--- src/ccp_pkg.sv ---
// Constants, types and register map of the canceler control-pin block
// What this block does
// [RULE1] Line attenuator enable pin active low, ORed with register 4 bit 1.
// [RULE2] Receive-only input selects send attenuator; send or both select receive.
// [RULE3] Each active line howling attenuator cuts about 6 dB.
// [RULE4] Line attenuator works only while line canceler is in normal mode.
// [RULE5] Dynamic pins sampled on frame sync rise; driver holds them 250 us.
// [RULE6] Acoustic level pin: low 6 dB, high 12 dB, ORed with register 5 bit 1.
// [RULE7] Acoustic receive-only selects send attenuator; send or both select receive one.
// [RULE8] Gain controller acts only at receive level -10 dBm0 or above.
// [RULE9] Gain-control pins active low, normal mode only, ORed with 4.0 and 5.0.
// [RULE10] Pad mode pin: low through, high pad; ORed with register 1 bit 2.
// [RULE11] Pad levels from register 10: 0, 6, 12, 18 dB; default 12 dB.
// [RULE12] Host should set output pad positive and equal to input pad.
// [RULE13] Host issues a coefficient reset after changing the pad mode.
// [RULE14] Coefficient reset clears filters, keeps registers, silences output.
// [RULE15] Noise code 00 17 dB, 11 13.5 dB, 10 8 dB, 01 through.
// [RULE16] Noise level latched at initial-mode release; new level needs powerdown.
// [RULE17] Noise select low ORed with register 1 bit 0, high with 12 bit 2.
// [RULE18] Noise pad code gives output gain and input cut of 0 to 18 dB.
// [RULE19] Thirteen control bytes reachable through a four-wire serial port.
// [RULE20] Unused serial port: enable high, clock and data low, select high.
// [RULE21] Port-select pin low marks serial port used; ORed with 0 bit 1.
// [RULE22] Four receive gain pins ORed with register 2 bits 3 to 0.
// [RULE23] Serial frame: read flag, four address bits, eight data bits, MSB first.
package ccp_pkg;

  // ---------------------------------------------------------------
  // Register map
  // ---------------------------------------------------------------
  localparam int NUM_CR = 13;
  localparam logic [7:0] CR_LAST_OFF = 8'h30;
  localparam logic [7:0] STATUS_OFF = 8'h34;
  localparam logic [7:0] CR_RST = 8'h00;
  localparam logic [7:0] CR10_RST = 8'h26;
  localparam int IDX_CR0 = 0;
  localparam int IDX_CR1 = 1;
  localparam int IDX_CR2 = 2;
  localparam int IDX_CR4 = 4;
  localparam int IDX_CR5 = 5;
  localparam int IDX_CR10 = 10;
  localparam int IDX_CR12 = 12;

  // ---------------------------------------------------------------
  // Field positions
  // ---------------------------------------------------------------
  localparam int CR0_MCU_B = 1;
  localparam int CR0_COEF_B = 6;
  localparam int CR0_PDN_B = 7;
  localparam int CR1_NCLO_B = 0;
  localparam int CR1_PAD_B = 2;
  localparam int CRX_GC_B = 0;
  localparam int CRX_ATT_B = 1;
  localparam int CRX_NCPAD_B = 2;
  localparam int CRX_THR_B = 7;
  localparam int CR12_NCHI_B = 2;
  localparam int CR10_IN_MAG_B = 0;
  localparam int CR10_IN_NEG_B = 2;
  localparam int CR10_OUT_MAG_B = 4;
  localparam int CR10_OUT_NEG_B = 6;

  // ---------------------------------------------------------------
  // Levels and codes
  // ---------------------------------------------------------------
  localparam logic [4:0] LINE_ATT_DB = 5'h06;
  localparam logic [4:0] ACO_ATT_LO_DB = 5'h06;
  localparam logic [4:0] ACO_ATT_HI_DB = 5'h0C;
  localparam logic [5:0] PAD_STEP_DB = 6'h06;
  localparam logic [5:0] NC_ATT_17 = 6'h22;
  localparam logic [5:0] NC_ATT_13P5 = 6'h1B;
  localparam logic [5:0] NC_ATT_8 = 6'h10;
  localparam logic [1:0] NC_THROUGH = 2'h1;
  localparam logic [3:0] SER_HDR_BITS = 4'h5;
  localparam logic [3:0] SER_FRAME_BITS = 4'hD;
  localparam int INIT_CYCLES_DEF = 16;
  localparam int COEF_CLR_CYCLES_DEF = 16;

  typedef enum logic [1:0] {
    CCP_PDN = 2'b00,
    CCP_INIT = 2'b01,
    CCP_RUN = 2'b11
  } ccp_mode_e;

  // Pins from the host, after synchronisation
  typedef struct packed {
    logic line_howl_atten_en_n;
    logic acoustic_atten_level_sel;
    logic line_rx_gain_ctrl_dis;
    logic acoustic_rx_gain_ctrl_dis;
    logic pad_stage_mode;
    logic coef_reset_n;
    logic noise_sel_lo;
    logic noise_sel_hi;
    logic noise_pad_lo;
    logic noise_pad_hi;
    logic ser_port_unused;
    logic powerdown_reset_n;
    logic line_ec_through;
    logic acoustic_ec_through;
    logic [3:0] rx_gain;
  } ccp_pins_s;

  localparam ccp_pins_s PINS_RST = 18'h210C0;

  // Controls handed to the signal path
  typedef struct packed {
    logic line_send_atten;
    logic line_recv_atten;
    logic [4:0] line_atten_db;
    logic acoustic_send_atten;
    logic acoustic_recv_atten;
    logic [4:0] acoustic_atten_db;
    logic line_gain_ctrl_act;
    logic acoustic_gain_ctrl_act;
    logic pad_active;
    logic [5:0] input_atten_pad;
    logic [5:0] output_gain_pad;
    logic coef_reset;
    logic silence;
    logic noise_through;
    logic [5:0] noise_atten_x2;
    logic [5:0] noise_out_gain;
    logic [5:0] noise_in_atten;
    logic ser_port_used;
    logic [3:0] rx_gain_code;
    logic init_mode;
  } ccp_ctrl_s;

  // Signed pad level in dB from a magnitude code and a sign
  function automatic logic [5:0] pad_db(input logic [1:0] mag,
                                        input logic neg);
    logic [5:0] v;
    v = 6'(6'(mag) * PAD_STEP_DB);
    return neg ? 6'(-v) : v;
  endfunction

endpackage

--- src/ccp_sync.sv ---
// Two-flop synchroniser bank for host pins
`timescale 1ns/100ps
module ccp_sync #(
  parameter int W = 1
) (
  input wire logic clk_sys_i,
  input wire logic rst_n_i,
  input wire logic [W-1:0] rst_val_i,
  input wire logic [W-1:0] async_i,
  output logic [W-1:0] sync_o
);

  logic [W-1:0] meta_q;
  logic [W-1:0] sync_q;

  // First stage only feeds the second
  always_ff @(posedge clk_sys_i or negedge rst_n_i) begin
    if (!rst_n_i) begin
      meta_q <= '0;
      sync_q <= '0;
    end else begin
      meta_q <= async_i ^ rst_val_i;
      sync_q <= meta_q;
    end
  end

  // Idle levels restored so reset shows inactive pins
  assign sync_o = sync_q ^ rst_val_i;

endmodule

--- src/ccp_top.sv ---
// Canceler control-pin logic with register bank and serial port
//
// Added by the designer: the APB interface to the registers and the placing of the registers.
`timescale 1ns/100ps
module ccp_top #(
  parameter int INIT_CYCLES = ccp_pkg::INIT_CYCLES_DEF,
  parameter int COEF_CLR_CYCLES = ccp_pkg::COEF_CLR_CYCLES_DEF
) (
  input wire logic clk_sys_i,
  input wire logic rst_n_i,
  input wire logic [7:0] paddr_i,
  input wire logic psel_i,
  input wire logic penable_i,
  input wire logic pwrite_i,
  input wire logic [31:0] pwdata_i,
  output logic [31:0] prdata_o,
  output logic pready_o,
  output logic pslverr_o,
  input wire ccp_pkg::ccp_pins_s pins_i,
  input wire logic frame_sync_i,
  input wire logic ser_enable_n_i,
  input wire logic ser_shift_clk_i,
  input wire logic ser_data_in_i,
  output logic ser_data_out_o,
  input wire logic line_recv_input_i,
  input wire logic line_send_input_i,
  input wire logic acoustic_recv_input_i,
  input wire logic acoustic_send_input_i,
  input wire logic line_rx_level_high_i,
  input wire logic acoustic_rx_level_high_i,
  output ccp_pkg::ccp_ctrl_s ctrl_o
);

  localparam int PW = $bits(ccp_pkg::ccp_pins_s);
  localparam int SW = PW + 4;

  if (INIT_CYCLES < 1 || INIT_CYCLES > 65535) begin : g_chk_init
    $error("INIT_CYCLES out of range");
  end
  if (COEF_CLR_CYCLES < 1 || COEF_CLR_CYCLES > 65535) begin : g_chk_coef
    $error("COEF_CLR_CYCLES out of range");
  end

  // ---------------------------------------------------------------
  // Pin synchronisation and frame-sync edge
  // ---------------------------------------------------------------
  logic [SW-1:0] sync_v;
  ccp_pkg::ccp_pins_s pins_s;
  logic fs_s, s_en_n, s_clk, s_din;
  logic fs_dly_q, sclk_dly_q, fs_rise, s_rise;
  ccp_pkg::ccp_pins_s samp_q, samp_d;

  ccp_sync #(.W(SW)) u_sync (
    .clk_sys_i(clk_sys_i),
    .rst_n_i(rst_n_i),
    .rst_val_i({ccp_pkg::PINS_RST, 4'h4}),
    .async_i({pins_i, frame_sync_i, ser_enable_n_i, ser_shift_clk_i,
              ser_data_in_i}),
    .sync_o(sync_v)
  );

  assign pins_s = sync_v[SW-1:4];
  assign fs_s = sync_v[3];
  assign s_en_n = sync_v[2];
  assign s_clk = sync_v[1];
  assign s_din = sync_v[0];
  assign fs_rise = fs_s & ~fs_dly_q;
  assign s_rise = s_clk & ~sclk_dly_q;

  // Dynamic pins captured once per frame
  always_comb begin
    samp_d = samp_q;
    if (fs_rise) begin
      samp_d = pins_s; // RULE5
    end
  end

  always_ff @(posedge clk_sys_i or negedge rst_n_i) begin
    if (!rst_n_i) begin
      samp_q <= ccp_pkg::PINS_RST;
      fs_dly_q <= 1'b0;
      sclk_dly_q <= 1'b0;
    end else begin
      samp_q <= samp_d;
      fs_dly_q <= fs_s;
      sclk_dly_q <= s_clk;
    end
  end

  // ---------------------------------------------------------------
  // Register bank, APB slave and serial port
  // ---------------------------------------------------------------
  logic [7:0] cr_q [ccp_pkg::NUM_CR];
  logic [7:0] cr_d [ccp_pkg::NUM_CR];
  logic pready_q, pready_d, pslverr_q, pslverr_d;
  logic [31:0] prdata_q, prdata_d, status_w;
  logic apb_acc, apb_cr_hit, apb_st_hit, apb_wr;
  logic [3:0] apb_idx;
  logic [3:0] ser_cnt_q, ser_cnt_d;
  logic [12:0] ser_sh_q, ser_sh_d;
  logic [7:0] ser_out_q, ser_out_d;
  logic ser_wr, ser_used;
  ccp_pkg::ccp_mode_e mode_q, mode_d;
  logic [5:0] nc_att_q, nc_att_d;
  ccp_pkg::ccp_ctrl_s ctrl_q, ctrl_d;

  assign apb_acc = psel_i & penable_i & ~pready_q;
  assign apb_idx = paddr_i[5:2];
  assign apb_cr_hit = (paddr_i[1:0] == 2'h0) &&
                      (paddr_i <= ccp_pkg::CR_LAST_OFF);
  assign apb_st_hit = (paddr_i == ccp_pkg::STATUS_OFF);
  assign apb_wr = apb_acc & pwrite_i & apb_cr_hit;
  assign status_w = {23'h000000, ctrl_q.coef_reset, nc_att_q, mode_q};
  assign ser_used = ~(pins_s.ser_port_unused |
                      cr_q[ccp_pkg::IDX_CR0][ccp_pkg::CR0_MCU_B]); // RULE21

  // Answer one cycle into the access phase
  always_comb begin
    pready_d = apb_acc;
    pslverr_d = apb_acc & ~apb_cr_hit & ~(apb_st_hit & ~pwrite_i);
    prdata_d = 32'h00000000;
    if (apb_acc && !pwrite_i && apb_cr_hit) begin
      prdata_d = {24'h000000, cr_q[apb_idx]};
    end else if (apb_acc && !pwrite_i && apb_st_hit) begin
      prdata_d = status_w;
    end
  end

  // Serial frame: read flag, address, data, shifted on clock rise
  always_comb begin
    ser_cnt_d = ser_cnt_q;
    ser_sh_d = ser_sh_q;
    ser_out_d = ser_out_q;
    ser_wr = 1'b0;
    if (s_en_n || !ser_used) begin
      ser_cnt_d = 4'h0; // RULE19
    end else if (s_rise && ser_cnt_q < ccp_pkg::SER_FRAME_BITS) begin
      ser_sh_d = {ser_sh_q[11:0], s_din}; // RULE23
      ser_cnt_d = ser_cnt_q + 4'h1;
      ser_out_d = {ser_out_q[6:0], 1'b0};
      if (ser_cnt_q == ccp_pkg::SER_HDR_BITS - 4'h1) begin
        ser_out_d = 8'h00;
        if (ser_sh_d[4] && ser_sh_d[3:0] < 4'(ccp_pkg::NUM_CR)) begin
          ser_out_d = cr_q[ser_sh_d[3:0]]; // RULE19
        end
      end
      if (ser_cnt_q == ccp_pkg::SER_FRAME_BITS - 4'h1) begin
        ser_wr = ~ser_sh_d[12] & (ser_sh_d[11:8] < 4'(ccp_pkg::NUM_CR));
      end
    end
  end

  // Bus write wins over a serial write in the same cycle
  always_comb begin
    for (int i = 0; i < ccp_pkg::NUM_CR; i++) begin
      cr_d[i] = cr_q[i];
    end
    if (apb_wr) begin
      cr_d[apb_idx] = pwdata_i[7:0];
    end else if (ser_wr) begin
      cr_d[ser_sh_d[11:8]] = ser_sh_d[7:0]; // RULE19
    end
  end

  always_ff @(posedge clk_sys_i or negedge rst_n_i) begin
    if (!rst_n_i) begin
      for (int i = 0; i < ccp_pkg::NUM_CR; i++) begin
        cr_q[i] <= (i == ccp_pkg::IDX_CR10) ? ccp_pkg::CR10_RST :
                   ccp_pkg::CR_RST;
      end
      pready_q <= 1'b0;
      pslverr_q <= 1'b0;
      prdata_q <= 32'h00000000;
      ser_cnt_q <= 4'h0;
      ser_sh_q <= 13'h0000;
      ser_out_q <= 8'h00;
    end else begin
      cr_q <= cr_d;
      pready_q <= pready_d;
      pslverr_q <= pslverr_d;
      prdata_q <= prdata_d;
      ser_cnt_q <= ser_cnt_d;
      ser_sh_q <= ser_sh_d;
      ser_out_q <= ser_out_d;
    end
  end

  // ---------------------------------------------------------------
  // Effective controls: pin ORed with register bit
  // ---------------------------------------------------------------
  logic line_thr, aco_thr, line_att_off, aco_att_hi, pad_on, coef_req;
  logic pdn_req;
  logic [1:0] nc_code, ncpad_code;
  logic [15:0] init_cnt_q, init_cnt_d, coef_cnt_q, coef_cnt_d;
  logic [7:0] cr10;

  assign cr10 = cr_q[ccp_pkg::IDX_CR10];
  assign line_thr = samp_q.line_ec_through |
                    cr_q[ccp_pkg::IDX_CR4][ccp_pkg::CRX_THR_B];
  assign aco_thr = samp_q.acoustic_ec_through |
                   cr_q[ccp_pkg::IDX_CR5][ccp_pkg::CRX_THR_B];
  assign line_att_off = samp_q.line_howl_atten_en_n |
                        cr_q[ccp_pkg::IDX_CR4][ccp_pkg::CRX_ATT_B]; // RULE1
  assign aco_att_hi = samp_q.acoustic_atten_level_sel |
                      cr_q[ccp_pkg::IDX_CR5][ccp_pkg::CRX_ATT_B]; // RULE6
  assign pad_on = samp_q.pad_stage_mode |
                  cr_q[ccp_pkg::IDX_CR1][ccp_pkg::CR1_PAD_B]; // RULE10
  assign coef_req = ~samp_q.coef_reset_n |
                    cr_q[ccp_pkg::IDX_CR0][ccp_pkg::CR0_COEF_B]; // RULE14
  assign pdn_req = ~pins_s.powerdown_reset_n |
                   cr_q[ccp_pkg::IDX_CR0][ccp_pkg::CR0_PDN_B]; // RULE16
  assign nc_code = {pins_s.noise_sel_hi |
                    cr_q[ccp_pkg::IDX_CR12][ccp_pkg::CR12_NCHI_B],
                    pins_s.noise_sel_lo |
                    cr_q[ccp_pkg::IDX_CR1][ccp_pkg::CR1_NCLO_B]}; // RULE17
  assign ncpad_code = {pins_s.noise_pad_hi |
                       cr_q[ccp_pkg::IDX_CR5][ccp_pkg::CRX_NCPAD_B],
                       pins_s.noise_pad_lo |
                       cr_q[ccp_pkg::IDX_CR4][ccp_pkg::CRX_NCPAD_B]};

  // Powerdown, initial mode, and noise level latch at release
  always_comb begin
    mode_d = mode_q;
    init_cnt_d = init_cnt_q;
    nc_att_d = nc_att_q;
    case (mode_q)
      ccp_pkg::CCP_PDN: begin
        init_cnt_d = 16'h0000;
        if (!pdn_req) begin
          mode_d = ccp_pkg::CCP_INIT;
        end
      end
      ccp_pkg::CCP_INIT: begin
        init_cnt_d = init_cnt_q + 16'h0001;
        if (pdn_req) begin
          mode_d = ccp_pkg::CCP_PDN;
        end else if (init_cnt_q == 16'(INIT_CYCLES - 1)) begin
          mode_d = ccp_pkg::CCP_RUN;
          case (nc_code) // RULE15 RULE16
            2'b11: nc_att_d = ccp_pkg::NC_ATT_13P5;
            2'b10: nc_att_d = ccp_pkg::NC_ATT_8;
            default: nc_att_d = ccp_pkg::NC_ATT_17;
          endcase
        end
      end
      ccp_pkg::CCP_RUN: begin
        if (pdn_req) begin
          mode_d = ccp_pkg::CCP_PDN;
        end
      end
      default: mode_d = ccp_pkg::CCP_PDN;
    endcase
  end

  // Coefficient clear holds for a minimum time after the request
  always_comb begin
    coef_cnt_d = coef_cnt_q;
    if (coef_req) begin
      coef_cnt_d = 16'(COEF_CLR_CYCLES); // RULE14
    end else if (coef_cnt_q != 16'h0000) begin
      coef_cnt_d = coef_cnt_q - 16'h0001;
    end
  end

  // Attenuator steering, gain control, pads and noise controls
  always_comb begin
    ctrl_d = '0;
    if (!line_thr && !line_att_off) begin // RULE4
      ctrl_d.line_send_atten = line_recv_input_i &
                               ~line_send_input_i; // RULE2
      ctrl_d.line_recv_atten = line_send_input_i; // RULE2
    end
    if (ctrl_d.line_send_atten || ctrl_d.line_recv_atten) begin
      ctrl_d.line_atten_db = ccp_pkg::LINE_ATT_DB; // RULE3
    end
    if (!aco_thr) begin
      ctrl_d.acoustic_send_atten = acoustic_recv_input_i &
                                   ~acoustic_send_input_i; // RULE7
      ctrl_d.acoustic_recv_atten = acoustic_send_input_i; // RULE7
      ctrl_d.acoustic_atten_db = aco_att_hi ? ccp_pkg::ACO_ATT_HI_DB :
                                 ccp_pkg::ACO_ATT_LO_DB; // RULE6
    end
    ctrl_d.line_gain_ctrl_act = ~line_thr & line_rx_level_high_i &
      ~(samp_q.line_rx_gain_ctrl_dis |
        cr_q[ccp_pkg::IDX_CR4][ccp_pkg::CRX_GC_B]); // RULE8 RULE9
    ctrl_d.acoustic_gain_ctrl_act = ~aco_thr & acoustic_rx_level_high_i &
      ~(samp_q.acoustic_rx_gain_ctrl_dis |
        cr_q[ccp_pkg::IDX_CR5][ccp_pkg::CRX_GC_B]); // RULE8 RULE9
    ctrl_d.pad_active = pad_on;
    if (pad_on) begin
      ctrl_d.input_atten_pad = ccp_pkg::pad_db(
        cr10[ccp_pkg::CR10_IN_MAG_B +: 2],
        cr10[ccp_pkg::CR10_IN_NEG_B]); // RULE11
      ctrl_d.output_gain_pad = ccp_pkg::pad_db(
        cr10[ccp_pkg::CR10_OUT_MAG_B +: 2],
        cr10[ccp_pkg::CR10_OUT_NEG_B]); // RULE11
    end
    ctrl_d.coef_reset = coef_req | (coef_cnt_q != 16'h0000);
    ctrl_d.silence = ctrl_d.coef_reset | (mode_q != ccp_pkg::CCP_RUN);
    ctrl_d.noise_through = (nc_code == ccp_pkg::NC_THROUGH); // RULE15
    ctrl_d.noise_atten_x2 = nc_att_q;
    ctrl_d.noise_out_gain = ccp_pkg::pad_db(ncpad_code, 1'b0); // RULE18
    ctrl_d.noise_in_atten = ccp_pkg::pad_db(ncpad_code, 1'b1); // RULE18
    ctrl_d.ser_port_used = ser_used;
    ctrl_d.rx_gain_code = samp_q.rx_gain |
                          cr_q[ccp_pkg::IDX_CR2][3:0]; // RULE22
    ctrl_d.init_mode = (mode_q != ccp_pkg::CCP_RUN);
  end

  always_ff @(posedge clk_sys_i or negedge rst_n_i) begin
    if (!rst_n_i) begin
      mode_q <= ccp_pkg::CCP_PDN;
      init_cnt_q <= 16'h0000;
      nc_att_q <= ccp_pkg::NC_ATT_17;
      coef_cnt_q <= 16'h0000;
      ctrl_q <= '0;
    end else begin
      mode_q <= mode_d;
      init_cnt_q <= init_cnt_d;
      nc_att_q <= nc_att_d;
      coef_cnt_q <= coef_cnt_d;
      ctrl_q <= ctrl_d;
    end
  end

  // Outputs straight from flip-flops
  assign prdata_o = prdata_q;
  assign pready_o = pready_q;
  assign pslverr_o = pslverr_q;
  assign ser_data_out_o = ser_out_q[7];
  assign ctrl_o = ctrl_q;

  // ---------------------------------------------------------------
  // Assertions
  // ---------------------------------------------------------------
  property p_line_att_off;
    @(posedge clk_sys_i) disable iff (!rst_n_i)
    line_att_off |=> !ctrl_q.line_send_atten && !ctrl_q.line_recv_atten;
  endproperty
  a_line_att_off: assert property (p_line_att_off) // RULE1
    else $error("line attenuator active while disabled");

  property p_line_steer;
    @(posedge clk_sys_i) disable iff (!rst_n_i)
    (!line_thr && !line_att_off && line_recv_input_i && !line_send_input_i)
      |=> ctrl_q.line_send_atten && !ctrl_q.line_recv_atten;
  endproperty
  a_line_steer: assert property (p_line_steer) // RULE2
    else $error("receive-only input did not pick send attenuator");

  property p_line_db;
    @(posedge clk_sys_i) disable iff (!rst_n_i)
    (ctrl_q.line_send_atten || ctrl_q.line_recv_atten)
      |-> ctrl_q.line_atten_db == 5'h06;
  endproperty
  a_line_db: assert property (p_line_db) // RULE3
    else $error("line attenuation not 6 dB");

  property p_line_thr;
    @(posedge clk_sys_i) disable iff (!rst_n_i)
    line_thr |=> !ctrl_q.line_send_atten && !ctrl_q.line_recv_atten;
  endproperty
  a_line_thr: assert property (p_line_thr) // RULE4
    else $error("line attenuator active in through mode");

  property p_frame_sample;
    @(posedge clk_sys_i) disable iff (!rst_n_i)
    !$stable(samp_q) |-> $past(fs_rise);
  endproperty
  a_frame_sample: assert property (p_frame_sample) // RULE5
    else $error("pins sampled away from frame sync rise");

  property p_aco_level;
    @(posedge clk_sys_i) disable iff (!rst_n_i)
    (!aco_thr && aco_att_hi) |=> ctrl_q.acoustic_atten_db == 5'h0C;
  endproperty
  a_aco_level: assert property (p_aco_level) // RULE6
    else $error("acoustic high level not 12 dB");

  property p_aco_steer;
    @(posedge clk_sys_i) disable iff (!rst_n_i)
    (!aco_thr && acoustic_send_input_i) |=> ctrl_q.acoustic_recv_atten;
  endproperty
  a_aco_steer: assert property (p_aco_steer) // RULE7
    else $error("send input did not pick receive attenuator");

  property p_gain_level;
    @(posedge clk_sys_i) disable iff (!rst_n_i)
    ctrl_q.line_gain_ctrl_act |-> $past(line_rx_level_high_i) &&
                                  !$past(line_thr);
  endproperty
  a_gain_level: assert property (p_gain_level) // RULE8 RULE9
    else $error("gain control acted below threshold or in through");

  property p_coef_hold;
    @(posedge clk_sys_i) disable iff (!rst_n_i)
    $fell(coef_req) |-> (ctrl_q.coef_reset && ctrl_q.silence) [*3];
  endproperty
  a_coef_hold: assert property (p_coef_hold) // RULE14
    else $error("coefficient clear ended too early");

  property p_nc_latch;
    @(posedge clk_sys_i) disable iff (!rst_n_i)
    (mode_q == ccp_pkg::CCP_RUN && $past(mode_q) == ccp_pkg::CCP_RUN)
      |-> $stable(nc_att_q);
  endproperty
  a_nc_latch: assert property (p_nc_latch) // RULE16
    else $error("noise level changed during normal run");

  property p_nc_17;
    @(posedge clk_sys_i) disable iff (!rst_n_i)
    (mode_q == ccp_pkg::CCP_INIT && mode_d == ccp_pkg::CCP_RUN &&
     nc_code == 2'b00) |=> nc_att_q == 6'h22;
  endproperty
  a_nc_17: assert property (p_nc_17) // RULE15
    else $error("noise code 00 did not latch 17 dB");

  property p_rx_gain;
    @(posedge clk_sys_i) disable iff (!rst_n_i)
    ##1 ctrl_q.rx_gain_code == ($past(samp_q.rx_gain) |
                                $past(cr_q[ccp_pkg::IDX_CR2][3:0]));
  endproperty
  a_rx_gain: assert property (p_rx_gain) // RULE22
    else $error("receive gain code not the OR of pin and register");

endmodule

--- config.mk ---
export PLATFORM = sky130hd
export DESIGN_NAME = ccp_top
export DESIGN_NICKNAME = d
export VERILOG_FILES = /design/src/ccp_pkg.sv /design/src/ccp_sync.sv /design/src/ccp_top.sv
export SDC_FILE = /design/constraint.sdc
export NUM_CORES = 1
export LEC_CHECK = 0
export ABC_AREA = 1
export BUFFER_PORTS_ARGS = -buffer_cell sky130_fd_sc_hd__buf_2
export CORE_MARGIN = 4
export CORE_UTILIZATION = 50
export DETAILED_ROUTE_END_ITERATION = 12
export HOLD_SLACK_MARGIN = 0.08
export PLACE_DENSITY_LB_ADDON = 0.12
export SYNTH_ARGS = -nofsm -noshare
export SYNTH_HDL_FRONTEND = slang
export SYNTH_SLANG_ARGS = --single-unit
export TNS_END_PERCENT = 5
--- constraint.sdc ---
create_clock -name clk_sys_i -period 1.9 [get_ports clk_sys_i]
set_input_delay 0.095 -clock clk_sys_i [delete_from_list [all_inputs] [get_ports clk_sys_i]]
set_output_delay 0.095 -clock clk_sys_i [all_outputs]
set_load 0.01 [all_outputs]
==> Yosys cells after proc, flatten, opt, wreduce, memory -nomap -nowiden <==
Index checks and enable logic that the tools add are counted.
{ "word_totals": {"register_bits": 314, "input_bits": 73, "output_inout_bits": 91, "wordCells": 208} }
{ "op_classes": {"add_sub_neg": 6, "n_mul": 3, "order_cmp": 9, "n_eq_ne": 13, "n_mux": 41, "n_bitwise": 56, "reduce_logical": 24} }
{ "ops": {"columns": ["operator", "count"], "rows": [
  ["bitwise mux 104 bit", 2],
  ["2-to-1 mux 104 bit", 2],
  ["binary-select mux 8 bit (select 4 bit)", 2],
  ["demux 8 bit (select 4 bit)", 2],
  ["2-to-1 mux 8 bit", 8],
  ["2-to-1 mux 12 bit", 3],
  ["2-to-1 mux 16 bit", 2],
  ["case mux 16 bit (2 select lines)", 1],
  ["2-to-1 mux 9 bit", 2],
  ["negation 5 -> 6 bit", 3],
  ["NOT 1 bit", 18],
  ["adder 16 x 1 -> 16 bit (second input constant)", 1],
  ["AND 1 bit", 16],
  ["== test 16 x 4 -> 1 bit (second input constant)", 1],
  ["bitwise OR 1 bit", 16],
  ["nonzero test 16 bit", 1],
  ["subtractor 16 x 1 -> 16 bit (second input constant)", 1],
  [">= comparator 5 bit (second input constant)", 3],
  ["NOT 4 -> 5 bit", 3],
  ["< comparator 4 bit (second input constant)", 3],
  ["multiplier 2 x 2 -> 4 bit (second input constant)", 3],
  ["2-to-1 mux 4 bit", 3],
  ["2-to-1 mux 6 bit", 2],
  ["case mux 6 bit (2 select lines)", 1],
  ["24 further kinds", 53]
]} }

==> Longest topological paths before layout <==
{ "logic_depth": {"ltp_word": 13, "mapped_depth": 15, "depth_no_buf": 15} }

==> By module <==
From an unflattened synthesis, not the netlist that was laid out.
{ "hier_totals": {"cells_unflattened": 1972, "area_unflattened_um2": 14988.1} }
{ "modules_own_cells": {"columns": ["module", "instances", "cells_per_inst", "area_per_inst_um2", "seq_area_each_um2"], "rows": [
  ["ccp_top", 1, 1730, 13143.9, 5814.3],
  ["ccp_sync", 1, 242, 1844.3, 1101.1]
]} }

==> Worst setup path before layout <==
No wires, ideal clock.
{ "synth_path": {"path_kind": "register to register", "from": "register ser_cnt_q[0]", "to": "register cr_q[32] (netlist bit)", "setup_ps": 117, "arrival_time_ps": 1828, "required_ps": 1783, "path_slack_ps": -44, "path_stages_with_launch": 16, "n_path_buf": 0, "synth_period_minus_slack_ps": 1944, "cell_sequence": "dfrtp_1 -> inv_1 -> ha_1 -> inv_1 -> nand3_2 -> nand2_2 -> nor2_8 -> nand2_2 -> nand2_2 -> nand2_1 -> inv_4 -> nand3_2 -> nand2_4 -> inv_2 -> nor2_1 -> nor2_1"} }
{ "synth_between": {"elab_chain_cells": 12, "elab_cells_between_ends": 18, "classes_between": "order compare: 3; eq/ne: 1; mux: 10; bitwise: 1; reduce/logical: 3"} }
{ "synth_rtl": {"columns": ["element", "line", "rtl"], "rows": [
  ["from (decl)", "ccp_top.sv:99", "logic [3:0] ser_cnt_q, ser_cnt_d;"],
  ["from (signal assigned)", "ccp_top.sv:182", "ser_cnt_q <= ser_cnt_d;"],
  ["< comparator 4 bit", "ccp_top.sv:137", "end else if (s_rise && ser_cnt_q < ccp_pkg::SER_FRAME_BITS) begin"],
  ["logical AND 1 bit", "ccp_top.sv:137", null],
  ["2-to-1 mux 12 bit", "ccp_top.sv:137", null],
  ["2-to-1 mux 12 bit", "ccp_top.sv:135", "if (s_en_n || !ser_used) begin"],
  ["NOT 4 -> 5 bit (implied by the code)", "ccp_top.sv:161", "cr_d[ser_sh_d[11:8]] = ser_sh_d[7:0];"],
  [">= comparator 5 bit (implied by the code) or < comparator 5 x 1 -> 1 bit (tied branches)", "ccp_top.sv:161", null],
  ["logical AND 1 bit (implied by the code)", "ccp_top.sv:161", null],
  ["2-to-1 mux 8 bit (implied by the code)", "ccp_top.sv:161", null],
  ["demux 8 bit (select 4 bit)", "ccp_top.sv:161", null],
  ["bitwise mux 104 bit", "ccp_top.sv:161", null],
  ["2-to-1 mux 104 bit", "ccp_top.sv:160", "end else if (ser_wr) begin"],
  ["2-to-1 mux 104 bit", "ccp_top.sv:158", "if (apb_wr) begin"],
  ["to (signal, indexed assignment)", "ccp_top.sv:168", "cr_q[i] <= (i == ccp_pkg::IDX_CR10) ? ccp_pkg::CR10_RST :"],
  ["to (signal assigned)", "ccp_top.sv:178", "cr_q <= cr_d;"],
  ["to (decl)", "ccp_top.sv:93", "logic [7:0] cr_q [ccp_pkg::NUM_CR];"]
]} }
Parallel ways exist; a longest one is shown, timed or not. The select of a mux whose other input is x is not followed.
A chain may end at the register's enable or synchronous reset.

==> Worst setup path after layout <==
{ "layout_path": {"from": "register cr_q[97] (netlist bit)", "to": "register cr_q[93] (netlist bit)"} }
{ "layout_between": {"elab_chain_cells": 11, "elab_cells_between_ends": 14, "classes_between": "order compare: 2; mux: 7; bitwise: 2; reduce/logical: 3"} }
{ "layout_rtl": {"columns": ["element", "line", "rtl"], "rows": [
  ["bitwise OR 1 bit (*)", "ccp_top.sv:114", "assign ser_used = ~(pins_s.ser_port_unused |"],
  ["logical OR 1 bit (*)", "ccp_top.sv:135", null],
  ["2-to-1 mux 12 bit", "ccp_top.sv:135", null],
  ["NOT 4 -> 5 bit (implied by the code)", "ccp_top.sv:161", null],
  [">= comparator 5 bit (implied by the code) or < comparator 5 x 1 -> 1 bit (tied branches)", "ccp_top.sv:161", null],
  ["logical AND 1 bit (implied by the code)", "ccp_top.sv:161", null],
  ["2-to-1 mux 8 bit (implied by the code)", "ccp_top.sv:161", null],
  ["demux 8 bit (select 4 bit)", "ccp_top.sv:161", null],
  ["bitwise mux 104 bit", "ccp_top.sv:161", null],
  ["2-to-1 mux 104 bit", "ccp_top.sv:160", null],
  ["2-to-1 mux 104 bit", "ccp_top.sv:158", null]
]} }
Mark *: on every way between the ends. The rest lies on a longest branch, timed or not. The select of a mux whose other input is x is not followed.

==> out/metrics.yaml <==
place.port_buffers: 105
netlist_top_cells_count: "nand2_1 (387), dfrtp_1 (269), nand3_1 (230)"
combPwrFrac_pct: 24.8
rsz0062_at_grt: "true"
period_minus_slack_ps: 2067
drtAntennaViolNets: 0
synthMuxAreaShare_pct: 0.7780
placement.cell_area_um2: 16500
grt-ovfl-total: 0
htree_num_levels: 1
io_pins: 164
power.leakage_nw: 9.125
dr.pass1.iters: 8
drc: 0
fin_setup_tns_ps: -7085
synth_area_leader_cell: "dfrtp_1"
finalHoldViolCount: 0
fmax_mhz: 483.7
grt_pass1_vias: 12910
power.share.switching_pct: 31.21
grt_max_degree: 64
die_y_um: 178.1
p_clk_share_pct: 37.2
path_max_fanout: 7
synth_fa_ha_area_share_pct: 1.297
ys_ff_latch: 276
grt_pass1_wl_um: 74870
hp-class: "input pin to asynchronous set/reset pin"
cts_root_buf: "clkbuf_16"
finalSetupViolCount: 100
antenna_found_initial: 0
die_x_um: 178.1
synthXorXnorAreaFrac_pct: 0.6656
clock_skew_ps: 24.51
cp.arrival_ps: 2510
start_util_pct: 50.56
irDropWorstVdd_mv: 0.8017
startpoint_type: "flop"
crit_family: "simple AND/OR/NAND/NOR gates"
hpwl_um: 35410
cap_violations: 0
placedCellCount: 2348
dieArea_um2: 31730
seqPwrFrac_pct: 38.0
p_sw_mw: 5.300
wl_um: 49130
post_route_cells_drive_above_1_share_pct: 25.17
cts_tree: "built"
reg2reg_from: "cr_q[97]"
vias: 13990
tightest_slew_ps: 593.2
p_int_mw: 11.68
max_stage_delay_ps: 420
area_delta_synth_final_pct: 29.71
synthSimpleGateAreaFrac_pct: 30.76
status: "finished, violations left"
ys_seq_area_share_pct: 47.78
clk_path_buf_depth: 3
synthCells: 1770
power_density_nw_per_um2: 904.5
crit_slowest_cell: "dfrtp_1"
synth_top_area_share_pct: 46.51
endpoint_kind: "flop"
dp_slack_ps: -229.0
synth_most_common_cell: "nand2_1"
clock_latency_ps: 580
placementRows: 62
clk_pin_slew_ps: 60
vias_per_cell: 5.662
instances_no_fill: 2471
path_cells: "inv_2, nand2_4, nor2_8, nand3_4, nand2_1, nand2_4, nor2_4, buf_4, nand3_2, buf_4, nand3_1, nand3_1"
crit_buf_inv: 3
drtIter0Drc: 1608
slew_headroom_pct: 60.46
final_area_um2: 18770
worst_slack_ps: -167.4
synth.top_cells.by_area: "dfrtp_1 (47%), nand2_1 (10%), nand3_1 (8.0%), o21ai_0 (4.8%), nor2_1 (4.6%)"
critPathLaunch: "cr_q[97]"
hold_ws_ps: 82.88
synth_area_um2: 14470
fin_crit_sh_pct: 108.8
fp.coreArea_um2: 28630
synthArstFlopShare_pct: 100.0
grt_util_all_layers_pct: 30.49
fin_nets: 2152
finalMaxSlewViolations: 0
yosys.cell_types.count: 53
finalWeightedCongestion: 0.9996
cts_buffers: 30
cp_data_required_time_ps: 2340
synth_flop_cell: "dfrtp_1"
avgSynthCellArea_um2: 8.177
cts_sinks: 276
synth_compound_area_share_pct: 10.85
violations: "negative setup slack"
synth_warnings: 0
synth_edf_count: 0
synth_top_family_by_area: "simple AND/OR/NAND/NOR gates"
wire_per_inst_um: 19.88
critical_path_class: "flop to flop"
==> cells by family (layout without fill, tap and decap cells) <==
| logic type | after synthesis | count (layout) |
|---|---|---|
| AOI/OAI and AO/OA | 273 | 273 |
| xor gates and xnor gates | 11 | 11 |
| adders and majority gates | 15 | 15 |
| buffers and inverters | 246 | 528 |
| DFF | 276 | 276 |
| muxes | 10 | 10 |
| other | 1 | 35 |
| and+or+nand+nor | 938 | 939 |
==> what timing repair did <==
action,in CTS,in global routing
gates cloned,0,1
setup endpoints to repair,107,131
pin swaps,27,35
hold buffers,47,0
buffers inserted,4,16
gates resized for setup,74,89
endpoints found under the hold margin,388,0
==> worst paths after layout <==
path / end / slack (ps) / cells after the start
max: cr_q[93] / -170 / 12
min: ctrl_o[11] / 80 / 2
max reg2reg: cr_q[93] / -170 / 12
min reg2reg: u_sync.sync_q[9] / 350 / 0
max in group asynchronous: samp_q[17] / 1070 / 3
min in group clk_sys_i: u_sync.meta_q[17] / 160 / 2
==> placed cells by master (no fill, tap or decap), drive strengths merged, types with 8 or more instances in the layout <==
cell           n
o22ai         16
o211ai        14
nand4         33
clkbuf        39
a21oi         62
ha            15
nor2         193
dlygate4sd3   46
inv          151
nand3        249
buf          273
nand2        418
dfrtp        269
xor2           8
mux2          10
conb          34
a22oi         18
o21ai        149
nor3          30
clkinv        11
==> per-layer routing <==
metal | part of all wire [%] | wire length [um] | track usage, %
met1 | 43 | 20980 | 44.83
met2 | 44 | 21730 | 46.08
met3 | 10 | 4890 | 6.168
met4 | 3.1 | 1527 | 8.379
met5 | 0 | 0 | 0
==> registers in the layout (all words and copies together) (netlist names) <==
signal and count:
ser_sh_q 12, prdata_o 9, sclk_dly_q 1, ctrl_o 41, nc_att_q 4, init_cnt_q 16, mode_q 2, cr_q 96
ser_out_q 8, pready_o 1, u_sync.meta_q 22, u_sync.sync_q 22, coef_cnt_q 16, samp_q 12, pslverr_o 1, cr10 8
ser_cnt_q 4, fs_dly_q 1
==> cell type report <==
type,instances,area [um2]
Clock buffer,39,854.6
Clock inverter,15,224.0
Tap cell,384,480.5
Inverter,154,623.1
Antenna cell,1,2.502
Sequential cell,276,6917
Multi-Input combinational cell,1282,7005
Timing Repair Buffer,320,2668
Fill cell,2431,9851
==> power groups by stage <==
stage / Combinational [mW] / Sequential, mW / Clock [mW]
after global placement: 3.55 / 6.53 / 0
after global routing: 4.49 / 6.49 / 6.65
after CTS: 3.83 / 6.44 / 6.42
after floorplan: 1.78 / 6.52 / 0
after detailed placement: 3.57 / 6.54 / 0
final: 4.21 / 6.46 / 6.32
==> through the flow <==
stage	util (%)	total power [mW]
after floorplan	-	8.303
after global placement	57.63	10.08
after detailed placement	57.63	10.11
after CTS	64.04	16.69
after global routing	65.58	17.63
final	65.59	16.98
Power figures use the tool's default switching activity.
